`src/isa_host_pkg.sv`:
```
// Constants for the ISA host interface of the acquisition board.
// Assumes a single 100 MHz system clock and an active-low asynchronous reset.
package isa_host_pkg;
   localparam int          ADDR_W          = 10;
   localparam int          BASE_LSB        = 5;
   localparam int          BASE_W          = 5;
   localparam int          REG_SEL_W       = 5;
   localparam int          NUM_REGS        = 32;
   localparam int          DATA_W          = 16;
   localparam int          NUM_SRC         = 5;
   localparam int          SRC_DATA        = 0;
   localparam int          SRC_DONE        = 1;
   localparam int          SRC_TC          = 2;
   localparam int          SRC_CTR2        = 3;
   localparam int          SRC_ERR         = 4;
   localparam int          NUM_IRQ         = 11;
   localparam int          IRQ_SEL_W       = 4;
   localparam int          NUM_DMA         = 3;
   localparam int          DMA_SEL_W       = 2;
   localparam int          FIFO_DEPTH      = 512;
   localparam int          FIFO_CNT_W      = 10;
   localparam logic [15:0] IRQ_LINE_MAP    = 16'hDEF8;
   localparam logic [4:0]  RESET_ENABLES   = 5'h00;
   localparam logic [3:0]  RESET_IRQ_SEL   = 4'h0;
   localparam logic [1:0]  RESET_DMA_SEL   = 2'h0;
endpackage

```
`src/isa_host_interface.sv`:
```
// ISA I/O channel interface: address latch and decode, data buffer control,
// interrupt routing and DMA requests for the A/D FIFO.
// Assumes ISA strobes and pins arrive asynchronously and are synchronised here.
`timescale 1ns/1ps
`default_nettype none
module isa_host_interface
   import isa_host_pkg::*;
#(
   // Depth of the A/D FIFO that the overflow count watches.
   parameter int FIFO_LIMIT = isa_host_pkg::FIFO_DEPTH
)
(
   input  wire logic                                 clk_sys,
   input  wire logic                                 rst_n,
   input  wire logic [isa_host_pkg::ADDR_W-1:0]      bus_addr,
   input  wire logic                                 bus_aen,
   input  wire logic                                 bus_ior_n,
   input  wire logic                                 bus_iow_n,
   input  wire logic                                 bus_sbhe_n,
   input  wire logic [isa_host_pkg::BASE_W-1:0]      base_addr,
   input  wire logic [isa_host_pkg::NUM_REGS-1:0]    reg_is_wide,
   output logic [isa_host_pkg::NUM_REGS-1:0]         reg_select,
   output logic                                      reg_rd,
   output logic                                      reg_wr,
   output logic                                      reg_wide,
   output logic                                      data_to_host_oe_n,
   output logic                                      data_to_board_oe_n,
   output logic                                      board_accessed,
   output logic                                      bus_ready,
   output logic                                      bus_iocs16_n,
   input  wire logic                                 fifo_not_empty,
   input  wire logic                                 fifo_write,
   input  wire logic                                 fifo_read,
   input  wire logic                                 acq_done,
   input  wire logic                                 counter_output_two,
   input  wire logic                                 overrun_err,
   input  wire logic                                 bus_tc,
   input  wire logic                                 bus_dack_n,
   input  wire logic [isa_host_pkg::NUM_SRC-1:0]     irq_enable,
   input  wire logic [isa_host_pkg::NUM_SRC-1:0]     irq_clear,
   input  wire logic [isa_host_pkg::IRQ_SEL_W-1:0]   irq_line_sel,
   input  wire logic                                 dma_enable,
   input  wire logic                                 dma_dual_mode,
   input  wire logic [isa_host_pkg::DMA_SEL_W-1:0]   dma_chan_sel,
   input  wire logic [isa_host_pkg::DMA_SEL_W-1:0]   dma_chan2_sel,
   output logic [isa_host_pkg::NUM_SRC-1:0]          irq_flags,
   output logic                                      fifo_overflow,
   output logic [isa_host_pkg::NUM_IRQ-1:0]          irq_out,
   output logic [isa_host_pkg::NUM_IRQ-1:0]          irq_oe_n,
   output logic [isa_host_pkg::NUM_DMA-1:0]          dma_req
);
   import isa_host_pkg::*;

   typedef enum logic [1:0] {IDLE, READ, WRITE, DONE} cycle_t;

   // One-hot decode, used for register select and for channel selection.
   function automatic logic [NUM_REGS-1:0] one_hot(input logic [REG_SEL_W-1:0] idx);
      logic [NUM_REGS-1:0] v;
      v = '0;
      v[idx] = 1'b1;
      return v;
   endfunction

   // Two-flop synchronisers for every pin that arrives from the bus.
   // The address settles before a strobe falls, so it is synchronised alongside the strobes.
   logic [ADDR_W-1:0] addr_s1;
   logic [ADDR_W-1:0] addr_s2;
   logic [5:0]        ctl_s1;
   logic [5:0]        ctl_s2;
   logic              ior_n;
   logic              iow_n;
   logic              aen;
   logic              sbhe_n;
   logic              tc;
   logic              dack_n;

   always_ff @(posedge clk_sys or negedge rst_n) begin
      if (!rst_n) begin
         addr_s1 <= '0;
         addr_s2 <= '0;
         // Idle bus levels: strobes, byte enable and acknowledge high, AEN and TC low.
         ctl_s1  <= 6'h2B;
         ctl_s2  <= 6'h2B;
      end else begin
         addr_s1 <= bus_addr;
         addr_s2 <= addr_s1;
         ctl_s1  <= {bus_dack_n, bus_tc, bus_sbhe_n, bus_aen, bus_iow_n, bus_ior_n};
         ctl_s2  <= ctl_s1;
      end
   end

   assign ior_n  = ctl_s2[0];
   assign iow_n  = ctl_s2[1];
   assign aen    = ctl_s2[2];
   assign sbhe_n = ctl_s2[3];
   assign tc     = ctl_s2[4];
   assign dack_n = ctl_s2[5];

   // Address latch and transfer cycle.
   cycle_t            state;
   logic [ADDR_W-1:0] addr_latched;
   logic              hit;
   logic              start_rd;
   logic              start_wr;

   // DMA cycles drive AEN high, so they never match the I/O window.
   assign hit      = !aen && (addr_s2[ADDR_W-1:BASE_LSB] == base_addr);
   assign start_rd = hit && !ior_n;
   assign start_wr = hit && !iow_n;

   always_ff @(posedge clk_sys or negedge rst_n) begin
      if (!rst_n) begin
         state        <= IDLE;
         addr_latched <= '0;
      end else begin
         case (state)
            IDLE: begin
               if (start_rd || start_wr) begin
                  addr_latched <= addr_s2;
                  state        <= start_rd ? READ : WRITE;
               end
            end
            READ: begin
               if (ior_n) begin
                  state <= DONE;
               end
            end
            WRITE: begin
               if (iow_n) begin
                  state <= DONE;
               end
            end
            // DONE leaves one idle cycle, so back-to-back strobes stay separate transfers.
            default: begin
               state <= IDLE;
            end
         endcase
      end
   end

   // Register side strobes and buffer controls, all registered.
   always_ff @(posedge clk_sys or negedge rst_n) begin
      if (!rst_n) begin
         reg_select         <= '0;
         reg_rd             <= 1'b0;
         reg_wr             <= 1'b0;
         reg_wide           <= 1'b0;
         data_to_host_oe_n  <= 1'b1;
         data_to_board_oe_n <= 1'b1;
         board_accessed     <= 1'b0;
         bus_ready          <= 1'b1;
         bus_iocs16_n       <= 1'b1;
      end else begin
         reg_select         <= '0;
         reg_rd             <= 1'b0;
         reg_wr             <= 1'b0;
         data_to_host_oe_n  <= 1'b1;
         data_to_board_oe_n <= 1'b1;
         board_accessed     <= 1'b0;
         bus_ready          <= 1'b1;
         bus_iocs16_n       <= 1'b1;
         if (state == READ || state == WRITE) begin
            reg_select <= one_hot(addr_latched[REG_SEL_W-1:0]);
            reg_rd     <= (state == READ);
            reg_wr     <= (state == WRITE);
            // A wide transfer needs a 16-bit register and the host's high byte enable.
            reg_wide   <= reg_is_wide[addr_latched[REG_SEL_W-1:0]] && !sbhe_n;
            data_to_host_oe_n  <= (state != READ);
            data_to_board_oe_n <= (state != WRITE);
            board_accessed     <= 1'b1;
            bus_iocs16_n       <= !reg_is_wide[addr_latched[REG_SEL_W-1:0]];
         end
         // Ready drops for the first cycle only, so the register strobe settles.
         if (state == IDLE && (start_rd || start_wr)) begin
            bus_ready <= 1'b0;
         end
      end
   end

   // Counter output two: synchronise, then pulse on the rising edge.
   // A third flop keeps the previous level, so the edge is taken from settled values only.
   logic       ctr_s1;
   logic       ctr_s2;
   logic       ctr_s3;
   logic       ctr_rise;

   always_ff @(posedge clk_sys or negedge rst_n) begin
      if (!rst_n) begin
         ctr_s1 <= 1'b0;
         ctr_s2 <= 1'b0;
         ctr_s3 <= 1'b0;
      end else begin
         ctr_s1 <= counter_output_two;
         ctr_s2 <= ctr_s1;
         ctr_s3 <= ctr_s2;
      end
   end

   assign ctr_rise = ctr_s2 && !ctr_s3;

   // FIFO occupancy, kept here to detect unread results beyond the depth.
   logic [FIFO_CNT_W-1:0] fifo_count;
   logic                  fifo_at_limit;
   logic                  overflow_event;

   // The count stops at the limit, so every further unread write is a lost result.
   assign fifo_at_limit  = (fifo_count == FIFO_CNT_W'(FIFO_LIMIT));
   assign overflow_event = fifo_write && !fifo_read && fifo_at_limit;

   always_ff @(posedge clk_sys or negedge rst_n) begin
      if (!rst_n) begin
         fifo_count    <= '0;
         fifo_overflow <= 1'b0;
      end else begin
         // A read and a write in the same cycle leave the occupancy as it is.
         if (fifo_write && !fifo_read && !fifo_at_limit) begin
            fifo_count <= fifo_count + 1'b1;
         end else if (fifo_read && !fifo_write && fifo_count != '0) begin
            fifo_count <= fifo_count - 1'b1;
         end
         if (overflow_event) begin
            fifo_overflow <= 1'b1;
         end else if (irq_clear[SRC_ERR]) begin
            fifo_overflow <= 1'b0;
         end
      end
   end

   // Sticky interrupt flags; a new event beats a clear in the same cycle.
   logic [NUM_SRC-1:0] events;

   always_comb begin
      events           = '0;
      events[SRC_DATA] = fifo_not_empty;
      events[SRC_DONE] = acq_done;
      events[SRC_TC]   = tc && !dack_n;
      events[SRC_CTR2] = ctr_rise;
      events[SRC_ERR]  = overrun_err || overflow_event;
   end

   always_ff @(posedge clk_sys or negedge rst_n) begin
      if (!rst_n) begin
         irq_flags <= '0;
      end else begin
         irq_flags <= events | (irq_flags & ~irq_clear);
      end
   end

   // Interrupt routing onto one of the eleven host lines, driven only when asserted.
   // Line index 0 to 10 stands for IRQ3 to IRQ7, IRQ9 to IRQ12, IRQ14 and IRQ15.
   logic                   any_irq;
   logic [NUM_IRQ-1:0]     line_hit;
   logic [IRQ_SEL_W-1:0]   irq_sel_cur;

   assign any_irq     = |(irq_flags & irq_enable & ~irq_clear);
   assign irq_sel_cur = (irq_line_sel < IRQ_SEL_W'(NUM_IRQ)) ? irq_line_sel : RESET_IRQ_SEL;

   always_comb begin
      line_hit = '0;
      for (int i = 0; i < NUM_IRQ; i++) begin
         line_hit[i] = (IRQ_SEL_W'(i) == irq_sel_cur);
      end
   end

   always_ff @(posedge clk_sys or negedge rst_n) begin
      if (!rst_n) begin
         irq_out  <= '0;
         irq_oe_n <= '1;
      end else begin
         irq_out  <= line_hit & {NUM_IRQ{any_irq}};
         // The line is released rather than driven low, so it can be shared.
         irq_oe_n <= ~(line_hit & {NUM_IRQ{any_irq}});
      end
   end

   // DMA requests; dual mode alternates between the two chosen channels.
   logic                dma_phase;
   logic                tc_ack;
   logic                tc_ack_prev;
   logic [NUM_REGS-1:0] dma_hot;

   // TC stands for a whole bus cycle, so only its first cycle may switch the channel.
   assign tc_ack  = !dack_n && tc;
   assign dma_hot = one_hot(REG_SEL_W'(dma_phase ? dma_chan2_sel : dma_chan_sel));

   always_ff @(posedge clk_sys or negedge rst_n) begin
      if (!rst_n) begin
         tc_ack_prev <= 1'b0;
      end else begin
         tc_ack_prev <= tc_ack;
      end
   end

   always_ff @(posedge clk_sys or negedge rst_n) begin
      if (!rst_n) begin
         dma_phase <= 1'b0;
      end else if (!dma_dual_mode) begin
         dma_phase <= 1'b0;
      end else if (tc_ack && !tc_ack_prev) begin
         dma_phase <= !dma_phase;
      end
   end

   // Channel code 3 names no channel and so raises no request.
   always_ff @(posedge clk_sys or negedge rst_n) begin
      if (!rst_n) begin
         dma_req <= '0;
      end else begin
         dma_req <= '0;
         if (dma_enable && fifo_not_empty) begin
            dma_req <= dma_hot[NUM_DMA-1:0];
         end
      end
   end

   // The occupancy counter must hold the full depth, and the line map has sixteen slots.
   if (FIFO_LIMIT < 1 || FIFO_LIMIT >= (1 << FIFO_CNT_W) || NUM_IRQ > 16) begin
      $error("isa_host_interface: unsupported parameter values");
   end
endmodule
`default_nettype wire

```
`config.mk`:
```
export PLATFORM = sky130hd
export DESIGN_NAME = isa_host_interface
export DESIGN_NICKNAME = d
export VERILOG_FILES = /design/src/isa_host_pkg.sv /design/src/isa_host_interface.sv
export SDC_FILE = /design/constraint.sdc
export NUM_CORES = 1
export LEC_CHECK = 0
export BUFFER_PORTS_ARGS = -buffer_cell sky130_fd_sc_hd__buf_2
export CAP_MARGIN = 30
export CORE_UTILIZATION = 51
export CTS_CLUSTER_SIZE = 40
export DETAILED_ROUTE_END_ITERATION = 6
export GPL_ROUTABILITY_DRIVEN = 1
export GPL_TIMING_DRIVEN = 0
export PLACE_DENSITY_LB_ADDON = 0.08
export SLEW_MARGIN = 5
export SYNTH_ARGS = -nofsm -noshare
export SYNTH_HDL_FRONTEND = slang
export SYNTH_SLANG_ARGS = --single-unit
```
`constraint.sdc`:
```
create_clock -name clk_sys -period 3.4 [get_ports clk_sys]
set_input_delay 0 -clock clk_sys [delete_from_list [all_inputs] [get_ports clk_sys]]
set_output_delay 0 -clock clk_sys [all_outputs]
set_load 0.03 [all_outputs]
```
==> results of run 1 <==
-- metrics by stage --
step	cells	worst slack, ns
floorplan	398	0.382
global placement	676	0.0200
detailed placement	677	0.0121
CTS	758	0.122
global route	759	0.0420
finish	759	0.237
-- power by group through the flow --
stage | Clock (uW) | Sequential [uW] | Combinational (uW)
after CTS | 1760 | 1810 | 1450
after global routing | 1840 | 1840 | 1610
after global placement | 0 | 1830 | 1350
final | 1740 | 1810 | 1460
after detailed placement | 0 | 1830 | 1390
after floorplan | 0 | 1960 | 906
-- sequential cells by signal, indices dropped and copies added, names as in the netlist, 2 cells and up --
signal / cells
ctl_s1: 6
addr_s2: 10
ctl_s2: 6
state: 2
irq_oe_n: 11
irq_out: 11
irq_flags: 5
addr_latched: 5
fifo_count: 10
addr_s1: 10
dma_req: 3
reg_select: 32
-- synth_stat cells, types with 8 or more instances --
cell	number	area, um^2
clkbuf_1	11	41.3
o21ai_1	8	40.0
ha_1	14	175
mux2_2	11	124
nand3_1	11	55.1
inv_1	14	52.6
nand3b_1	8	60.1
nor3_1	11	55.1
nand2_1	20	75.1
dfrtp_1	102	2550
mux2i_1	10	100
dfstp_2	23	604
nor2b_1	8	50.1
nor2_1	46	173
a21oi_1	8	40.0
-- layout by cell type (no fill, tap or decap), drive strengths merged, types with 14 or more instances in the layout --
| cell | n |
|---|---|
| nor2 | 46 |
| nand2 | 21 |
| clkbuf | 31 |
| buf | 153 |
| mux2 | 15 |
| dlygate4sd3 | 49 |
| inv | 16 |
| dfrtp | 102 |
| ha | 14 |
| dfstp | 23 |
-- final cells by class --
type,count,share of cell area (%)
Clock buffer,20,6.33
Sequential cell,125,44.9
Timing Repair Buffer,200,18.3
Inverter,14,0.747
Buffer,13,0.711
Clock inverter,12,1.96
Tap cell,129,2.29
Multi-Input combinational cell,246,24.9
-- logic make-up after synthesis --
group           Yosys count
mux                      29
xor+xnor                 13
flops                   125
compound gates           52
fa+ha+maj                15
buf+inv                  27
simple gates            137
-- final timing paths --
check                                 from            endpoint
max in group asynchronous            rst_n       fifo_count[8]
min                        reg_is_wide[10]        bus_iocs16_n
max reg2reg                  fifo_count[0]       fifo_count[9]
max                          fifo_count[0]       fifo_count[9]
min reg2reg                     addr_s1[1]          addr_s2[1]
min in group asynchronous            rst_n  data_to_board_oe_n
-- per-layer routing --
layer  vias to the layer above  track usage, %
met2                       137            38.9
met5                         -               0
met3                        13            5.69
met1                      1844            29.8
met4                         0            7.58
li1                       1818               -
-- worst min-delay path, stage by stage --
cell,delay (ns)
buf_2,0.08
mux2i_1,0.06
o22ai_1,0.14
o21ai_1,0.09
o2111ai_1,0.10
nand2_1,0.06
-- timing repair --
| action | CTS | global route |
|---|---|---|
| hold buffers | 49 | 0 |
| resized for setup | 1 | 1 |
| setup endpoints to repair | 1 | 3 |
| pin swaps | 0 | 1 |
| hold endpoints to repair | 157 | 0 |
==> flow_metrics.env, run 1 <==
export IMPL_outcome="completed"
export IMPL_ff2ff_setup_slack_ns=0.24
export IMPL_synth_cell_types=54
export IMPL_die_x_um=101
export IMPL_cts_made_buffers=17
export IMPL_via_per_inst=5.02
export IMPL_htreeDepth=4
export IMPL_synth_edff_count=0
export IMPL_switchingPower_uw=1610
export IMPL_area_growth_pct=40.7
export IMPL_async_reset_ff_share_pct=100
export IMPL_num_vias=3812
export IMPL_worst_slew_pin_slew_ns=0.709
export IMPL_cp_max_fo=9
export IMPL_synth_compound_area_share_pct=7.28
export IMPL_drive_gt1_share_pct=36.2
export IMPL_cts_tree="done"
export IMPL_grt_pass1_wl_mm=17.9
export IMPL_synth_seq_cells=125
export IMPL_syn_nets=494
export IMPL_placed_area_um2=5940
export IMPL_worst_path_max_delay_cell="or4_1"
export IMPL_ir_worst_vdd_v=0.000412
export IMPL_dieArea_um2=10200
export IMPL_portBuffers=149
export IMPL_syn_area_um2=5000
export IMPL_fill_cells=646
export IMPL_post_cts_buffers=0
export IMPL_io_pins=152
export IMPL_grt_pass1_vias=3720
export IMPL_cp_top_family="simple AND/OR/NAND/NOR gates"
export IMPL_synthCells=398
export IMPL_path_depth=10
export IMPL_maxSlewViolCount=0
export IMPL_max_slew_margin_rel_pct=52.3
export IMPL_clk_pin_slew_ns=0.06
export IMPL_multiInputGateArea_um2=1750
export IMPL_grt_max_degree=97
export IMPL_endpoint_kind="flop"
export IMPL_nets=713
export IMPL_met1_length_mm=4.83
export IMPL_initial_utilization_pct=53.4
export IMPL_rsz0062_at_grt="no"
export IMPL_firstDrtPassIters=4
export IMPL_power_internal_uw=3400
export IMPL_hold_viol_final=0
export IMPL_synth_main_ff_cell="dfrtp_1"
export IMPL_synth_avg_cell_area_um2=12.6
export IMPL_finClkSkew_ns=0.0106
export IMPL_crit_arrival_ns=3.55
export IMPL_dr_first_iter_drc_count=123
export IMPL_antenna_left=0
export IMPL_drv_cap=0
export IMPL_seqCellArea_um2=3160
export IMPL_synth_top_family_by_area="simple AND/OR/NAND/NOR gates"
export IMPL_wl_met3_um=644
export IMPL_grt_use_total_pct=23.2
export IMPL_start_kind="flop"
export IMPL_dpl_hpwl_mm=7.21
export IMPL_hp_class="in -> reg"
export IMPL_clk_latency_ns=0.51
export IMPL_clkSinkCount=125
export IMPL_ys_seq_area_share_pct=63.1
export IMPL_timing_setup_tns_ns=0
export IMPL_total_power_uw=5010
export IMPL_yosys_area_share_adder_pct=3.90
export IMPL_die_y_um=101
export IMPL_final_area_um2=7040
export IMPL_clockBufferDepth=2
export IMPL_timing_critical_path_cells="or3_1 -> nor4_4 -> nand2_2 -> nand2_4 -> ha_1 -> a211oi_1 -> or4_1 -> and2_1 -> a311oi_1 -> o21ai_1"
export IMPL_wl_per_cell_um=14.7
export IMPL_power_leakage_uw=0.00338
export IMPL_cp_data_required_time_ns=3.78
export IMPL_period_needed_ns=3.16
export IMPL_place_congestion=0.840
export IMPL_wl_met2_mm=5.54
export IMPL_antenna_found_initial=0
export IMPL_top_layer="met4"
export IMPL_synthXorXnorAreaFrac_pct=2.28
export IMPL_fp_row_count=35
export IMPL_clock_fmax_mhz=316
export IMPL_hold_ws_ns=0.0232
export IMPL_reg2regPathDepth=10
export IMPL_crit_type="reg -> reg"
export IMPL_yosys_area_share_simple_pct=14.2
export IMPL_routed_wl_mm=11.1
export IMPL_fin_crit_sh_pct=93.0
export IMPL_powerDensity_nw_per_um2=711
export IMPL_diodes=0
export IMPL_final_core_util_pct=75.1
export IMPL_clock_root_buffer="clkbuf_8"
export IMPL_pwr_share_comb_pct=29.1
export IMPL_hold_depth=6
export IMPL_p_seq_share_pct=36.2
export IMPL_setup_viol=0
export IMPL_clkPwrFrac_pct=34.8
export IMPL_yosysWarnings=0
export IMPL_synth_mux_area_share_pct=7.18
export IMPL_path_buf_inv=0
export IMPL_grt_ovfl_total=0
export IMPL_sw_frac_of_total_pct=32.1
export IMPL_drcViolationCount=0
export IMPL_core_um2=9370
export IMPL_slowest_delay_ns=0.55
Power figures use the tool's default switching activity.
==> run 2: changes to the inputs <==
--- a/config.mk
+++ b/config.mk
@@ -7,11 +7,12 @@
 export LEC_CHECK = 0
 export BUFFER_PORTS_ARGS = -buffer_cell sky130_fd_sc_hd__buf_2
 export CAP_MARGIN = 30
-export CORE_UTILIZATION = 51
+export CELL_PAD_IN_SITES_DETAIL_PLACEMENT = 1
+export CELL_PAD_IN_SITES_GLOBAL_PLACEMENT = 2
+export CORE_UTILIZATION = 33
 export CTS_CLUSTER_SIZE = 40
 export DETAILED_ROUTE_END_ITERATION = 6
 export GPL_ROUTABILITY_DRIVEN = 1
-export GPL_TIMING_DRIVEN = 0
 export PLACE_DENSITY_LB_ADDON = 0.08
 export SLEW_MARGIN = 5
 export SYNTH_ARGS = -nofsm -noshare
==> run 2 against run 1 <==
Effect of this change: the flow now finishes with violations (DRC); sequential share of layout area down 0.26 points; via count is 1.3% lower; first-iteration DRC count is 12% higher; sequential power up 3%; final cell count rose by 5.7%; die area rose by 53%; highest routed layer unchanged.
==> flow_metrics.env, run 2 (synthesized netlist as in run 1, its figures left out) <==
export IMPL_place_inst=725
export IMPL_grt_ovfl_total=0
export IMPL_slowest_delay_ns=0.57
export IMPL_crit_top_cell="nand2_2"
export IMPL_outcome="complete, but fails checks"
export IMPL_dpl_worst_slack_ns=0.179
export IMPL_p_seq_share_pct=36.4
export IMPL_hold_depth=4
export IMPL_cp_max_fo=8
export IMPL_finClkSkew_ns=0.00620
export IMPL_ir_worst_vdd_v=0.000339
export IMPL_grt_pass1_vias=4135
export IMPL_switchingPower_uw=1610
export IMPL_setup_viol=0
export IMPL_placed_area_um2=5990
export IMPL_start_kind="flop"
export IMPL_clock_root_buffer="clkbuf_16"
export IMPL_routed_wl_mm=12.2
export IMPL_fp_row_count=44
export IMPL_drv_cap=0
export IMPL_hold_viol_final=0
export IMPL_dieArea_um2=15700
export IMPL_power_internal_uw=3540
export IMPL_worst_path_max_delay_cell="or4_4"
export IMPL_hold_end="irq_oe_n[0]"
export IMPL_drive_gt1_share_pct=37.7
export IMPL_place_congestion=0.760
export IMPL_drcViolationCount=30
export IMPL_grt_use_total_pct=17.1
export IMPL_clock_fmax_mhz=322
export IMPL_ff2ff_setup_slack_ns=0.29
export IMPL_antenna_found_initial=0
export IMPL_period_needed_ns=3.11
export IMPL_mostFrequentLayoutCells="buf_2 (150), dfrtp_1 (102), nor2_1 (46)"
export IMPL_hp_class="in -> reg"
export IMPL_rsz0062_at_grt="no"
export IMPL_timing_critical_path_cells="or4_4 -> nor4_4 -> nand2_2 -> nand2_2 -> ha_1 -> a211oi_1 -> or4_1 -> and2_1 -> a311oi_1 -> o21ai_1"
export IMPL_total_power_uw=5150
export IMPL_sw_frac_of_total_pct=31.3
export IMPL_clkPwrFrac_pct=36.3
export IMPL_mostFrequentLayoutCell="buf_2"
export IMPL_r2r_end="fifo_count[9]"
export IMPL_clkSinkCount=125
export IMPL_cts_tree="done"
export IMPL_clockBufferDepth=2
export IMPL_die_x_um=125
export IMPL_final_area_um2=7080
export IMPL_reg_top3="reg_select (32), irq_oe_n (11), irq_out (11)"
export IMPL_portBuffers=151
export IMPL_diodes=0
export IMPL_grt_max_degree=71
export IMPL_core_um2=14600
export IMPL_crit_type="reg -> reg"
export IMPL_antenna_left=0
export IMPL_area_growth_pct=41.6
export IMPL_clk_latency_ns=0.41
export IMPL_clk_pin_slew_ns=0.06
export IMPL_num_vias=3763
export IMPL_power_leakage_uw=0.00339
export IMPL_pwr_share_comb_pct=27.3
export IMPL_regMostFlops="reg_select"
export IMPL_worst_slew_pin_slew_ns=0.789
export IMPL_cp_data_required_time_ns=3.68
export IMPL_dr_first_iter_drc_count=138
export IMPL_nets=701
export IMPL_io_pins=152
export IMPL_powerDensity_nw_per_um2=728
export IMPL_fin_crit_sh_pct=91.4
export IMPL_grt_pass1_wl_mm=20.7
export IMPL_violations="DRC"
export IMPL_maxSlewViolCount=0
export IMPL_initial_utilization_pct=34.2
export IMPL_crit_arrival_ns=3.39
export IMPL_instances_no_fill=802
export IMPL_dpl_hpwl_mm=8.34
export IMPL_cts_made_buffers=17
export IMPL_via_per_inst=4.69
export IMPL_largest_register_ffs=32
export IMPL_reg2regPathDepth=10
export IMPL_fin_ws_ns=0.292
export IMPL_worstHoldStart="irq_enable[1]"
export IMPL_max_slew_margin_rel_pct=47.4
export IMPL_firstDrtPassIters=7
export IMPL_die_y_um=125
export IMPL_endpoint_kind="flop"
export IMPL_wl_per_cell_um=15.2
export IMPL_r2r_start="fifo_count[2]"
export IMPL_htreeDepth=4
export IMPL_timing_setup_tns_ns=0
run 2: changes by cell type in the layout (fill, tap and decap cells not counted), sizes merged:
cell,change
buf,+4
bufinv,+1
clkbuf,-9
clkinv,+2
clkinvlp,-4
dlygate4sd3,-5
inv,-1
run 2: per-layer routing:
layer	part of all wire, %	wire length (um)	up-vias	GRT usage, %
met5	0	0	-	0
met4	1.7	213	0	7.10
met3	5.7	692	18	4.71
met2	49	6010	108	29.3
met1	43	5310	1846	20.3
li1	-	-	1791	-
run 2: layout make-up:
cell class                 instances  area (um^2)
inverter                          14         52.6
multi-input combinational        246         1740
clock inverter                    10          135
timing repair buffer             201         1280
tap                              184          230
fill                            1566         7560
sequential                       125         3160
clock buffer                      22          484
run 2: critical path, delay by kind of cell, from the launching register on:
family	cells	cell delay [ns]
adders and majority gates	1	0.28
and+or+nand+nor	6	1.86
DFF	1	0.41
AOI/OAI and AO/OA	3	0.45
run 2: stage by stage:
| step | hold WS (ns) | utilization [%] |
|---|---|---|
| after floorplan | -0.296 | - |
| after global placement | 0.106 | 40.9 |
| after detailed placement | 0.107 | 40.9 |
| after CTS | 0.0307 | 48.1 |
| after global routing | 0.0864 | 48.3 |
| final | 0.0351 | 48.3 |
run 2: worst max path at each step:
stage	depth (start not counted)	slack [ns]	start	end
2_1_floorplan	10	0.38	fifo_count[2]	fifo_count[9]
3_3_place_gp	10	0.23	fifo_count[2]	fifo_count[9]
3_5_place_dp	10	0.18	fifo_count[2]	fifo_count[9]
4_1_cts	10	0.15	fifo_count[2]	fifo_count[9]
5_1_grt	11	0.11	fifo_count[2]	fifo_count[9]
6_report	10	0.29	fifo_count[2]	fifo_count[9]
run 2: timing repair:
item / 4_1_cts / 5_1_grt
buffers inserted: 0 / 0
hold endpoints to repair: 108 / 1
endpoints found under the setup margin: 0 / 1
resized for setup: 0 / 1
hold buffers: 43 / 1
run 2: power groups by stage:
stage | sequential, uW | clock (uW) | combinational [uW]
6_report | 1870 | 1870 | 1410
5_1_grt | 1910 | 1980 | 1570
3_5_place_dp | 1900 | 0 | 1350
4_1_cts | 1880 | 1920 | 1410
2_1_floorplan | 1960 | 0 | 906
3_3_place_gp | 1890 | 0 | 1330
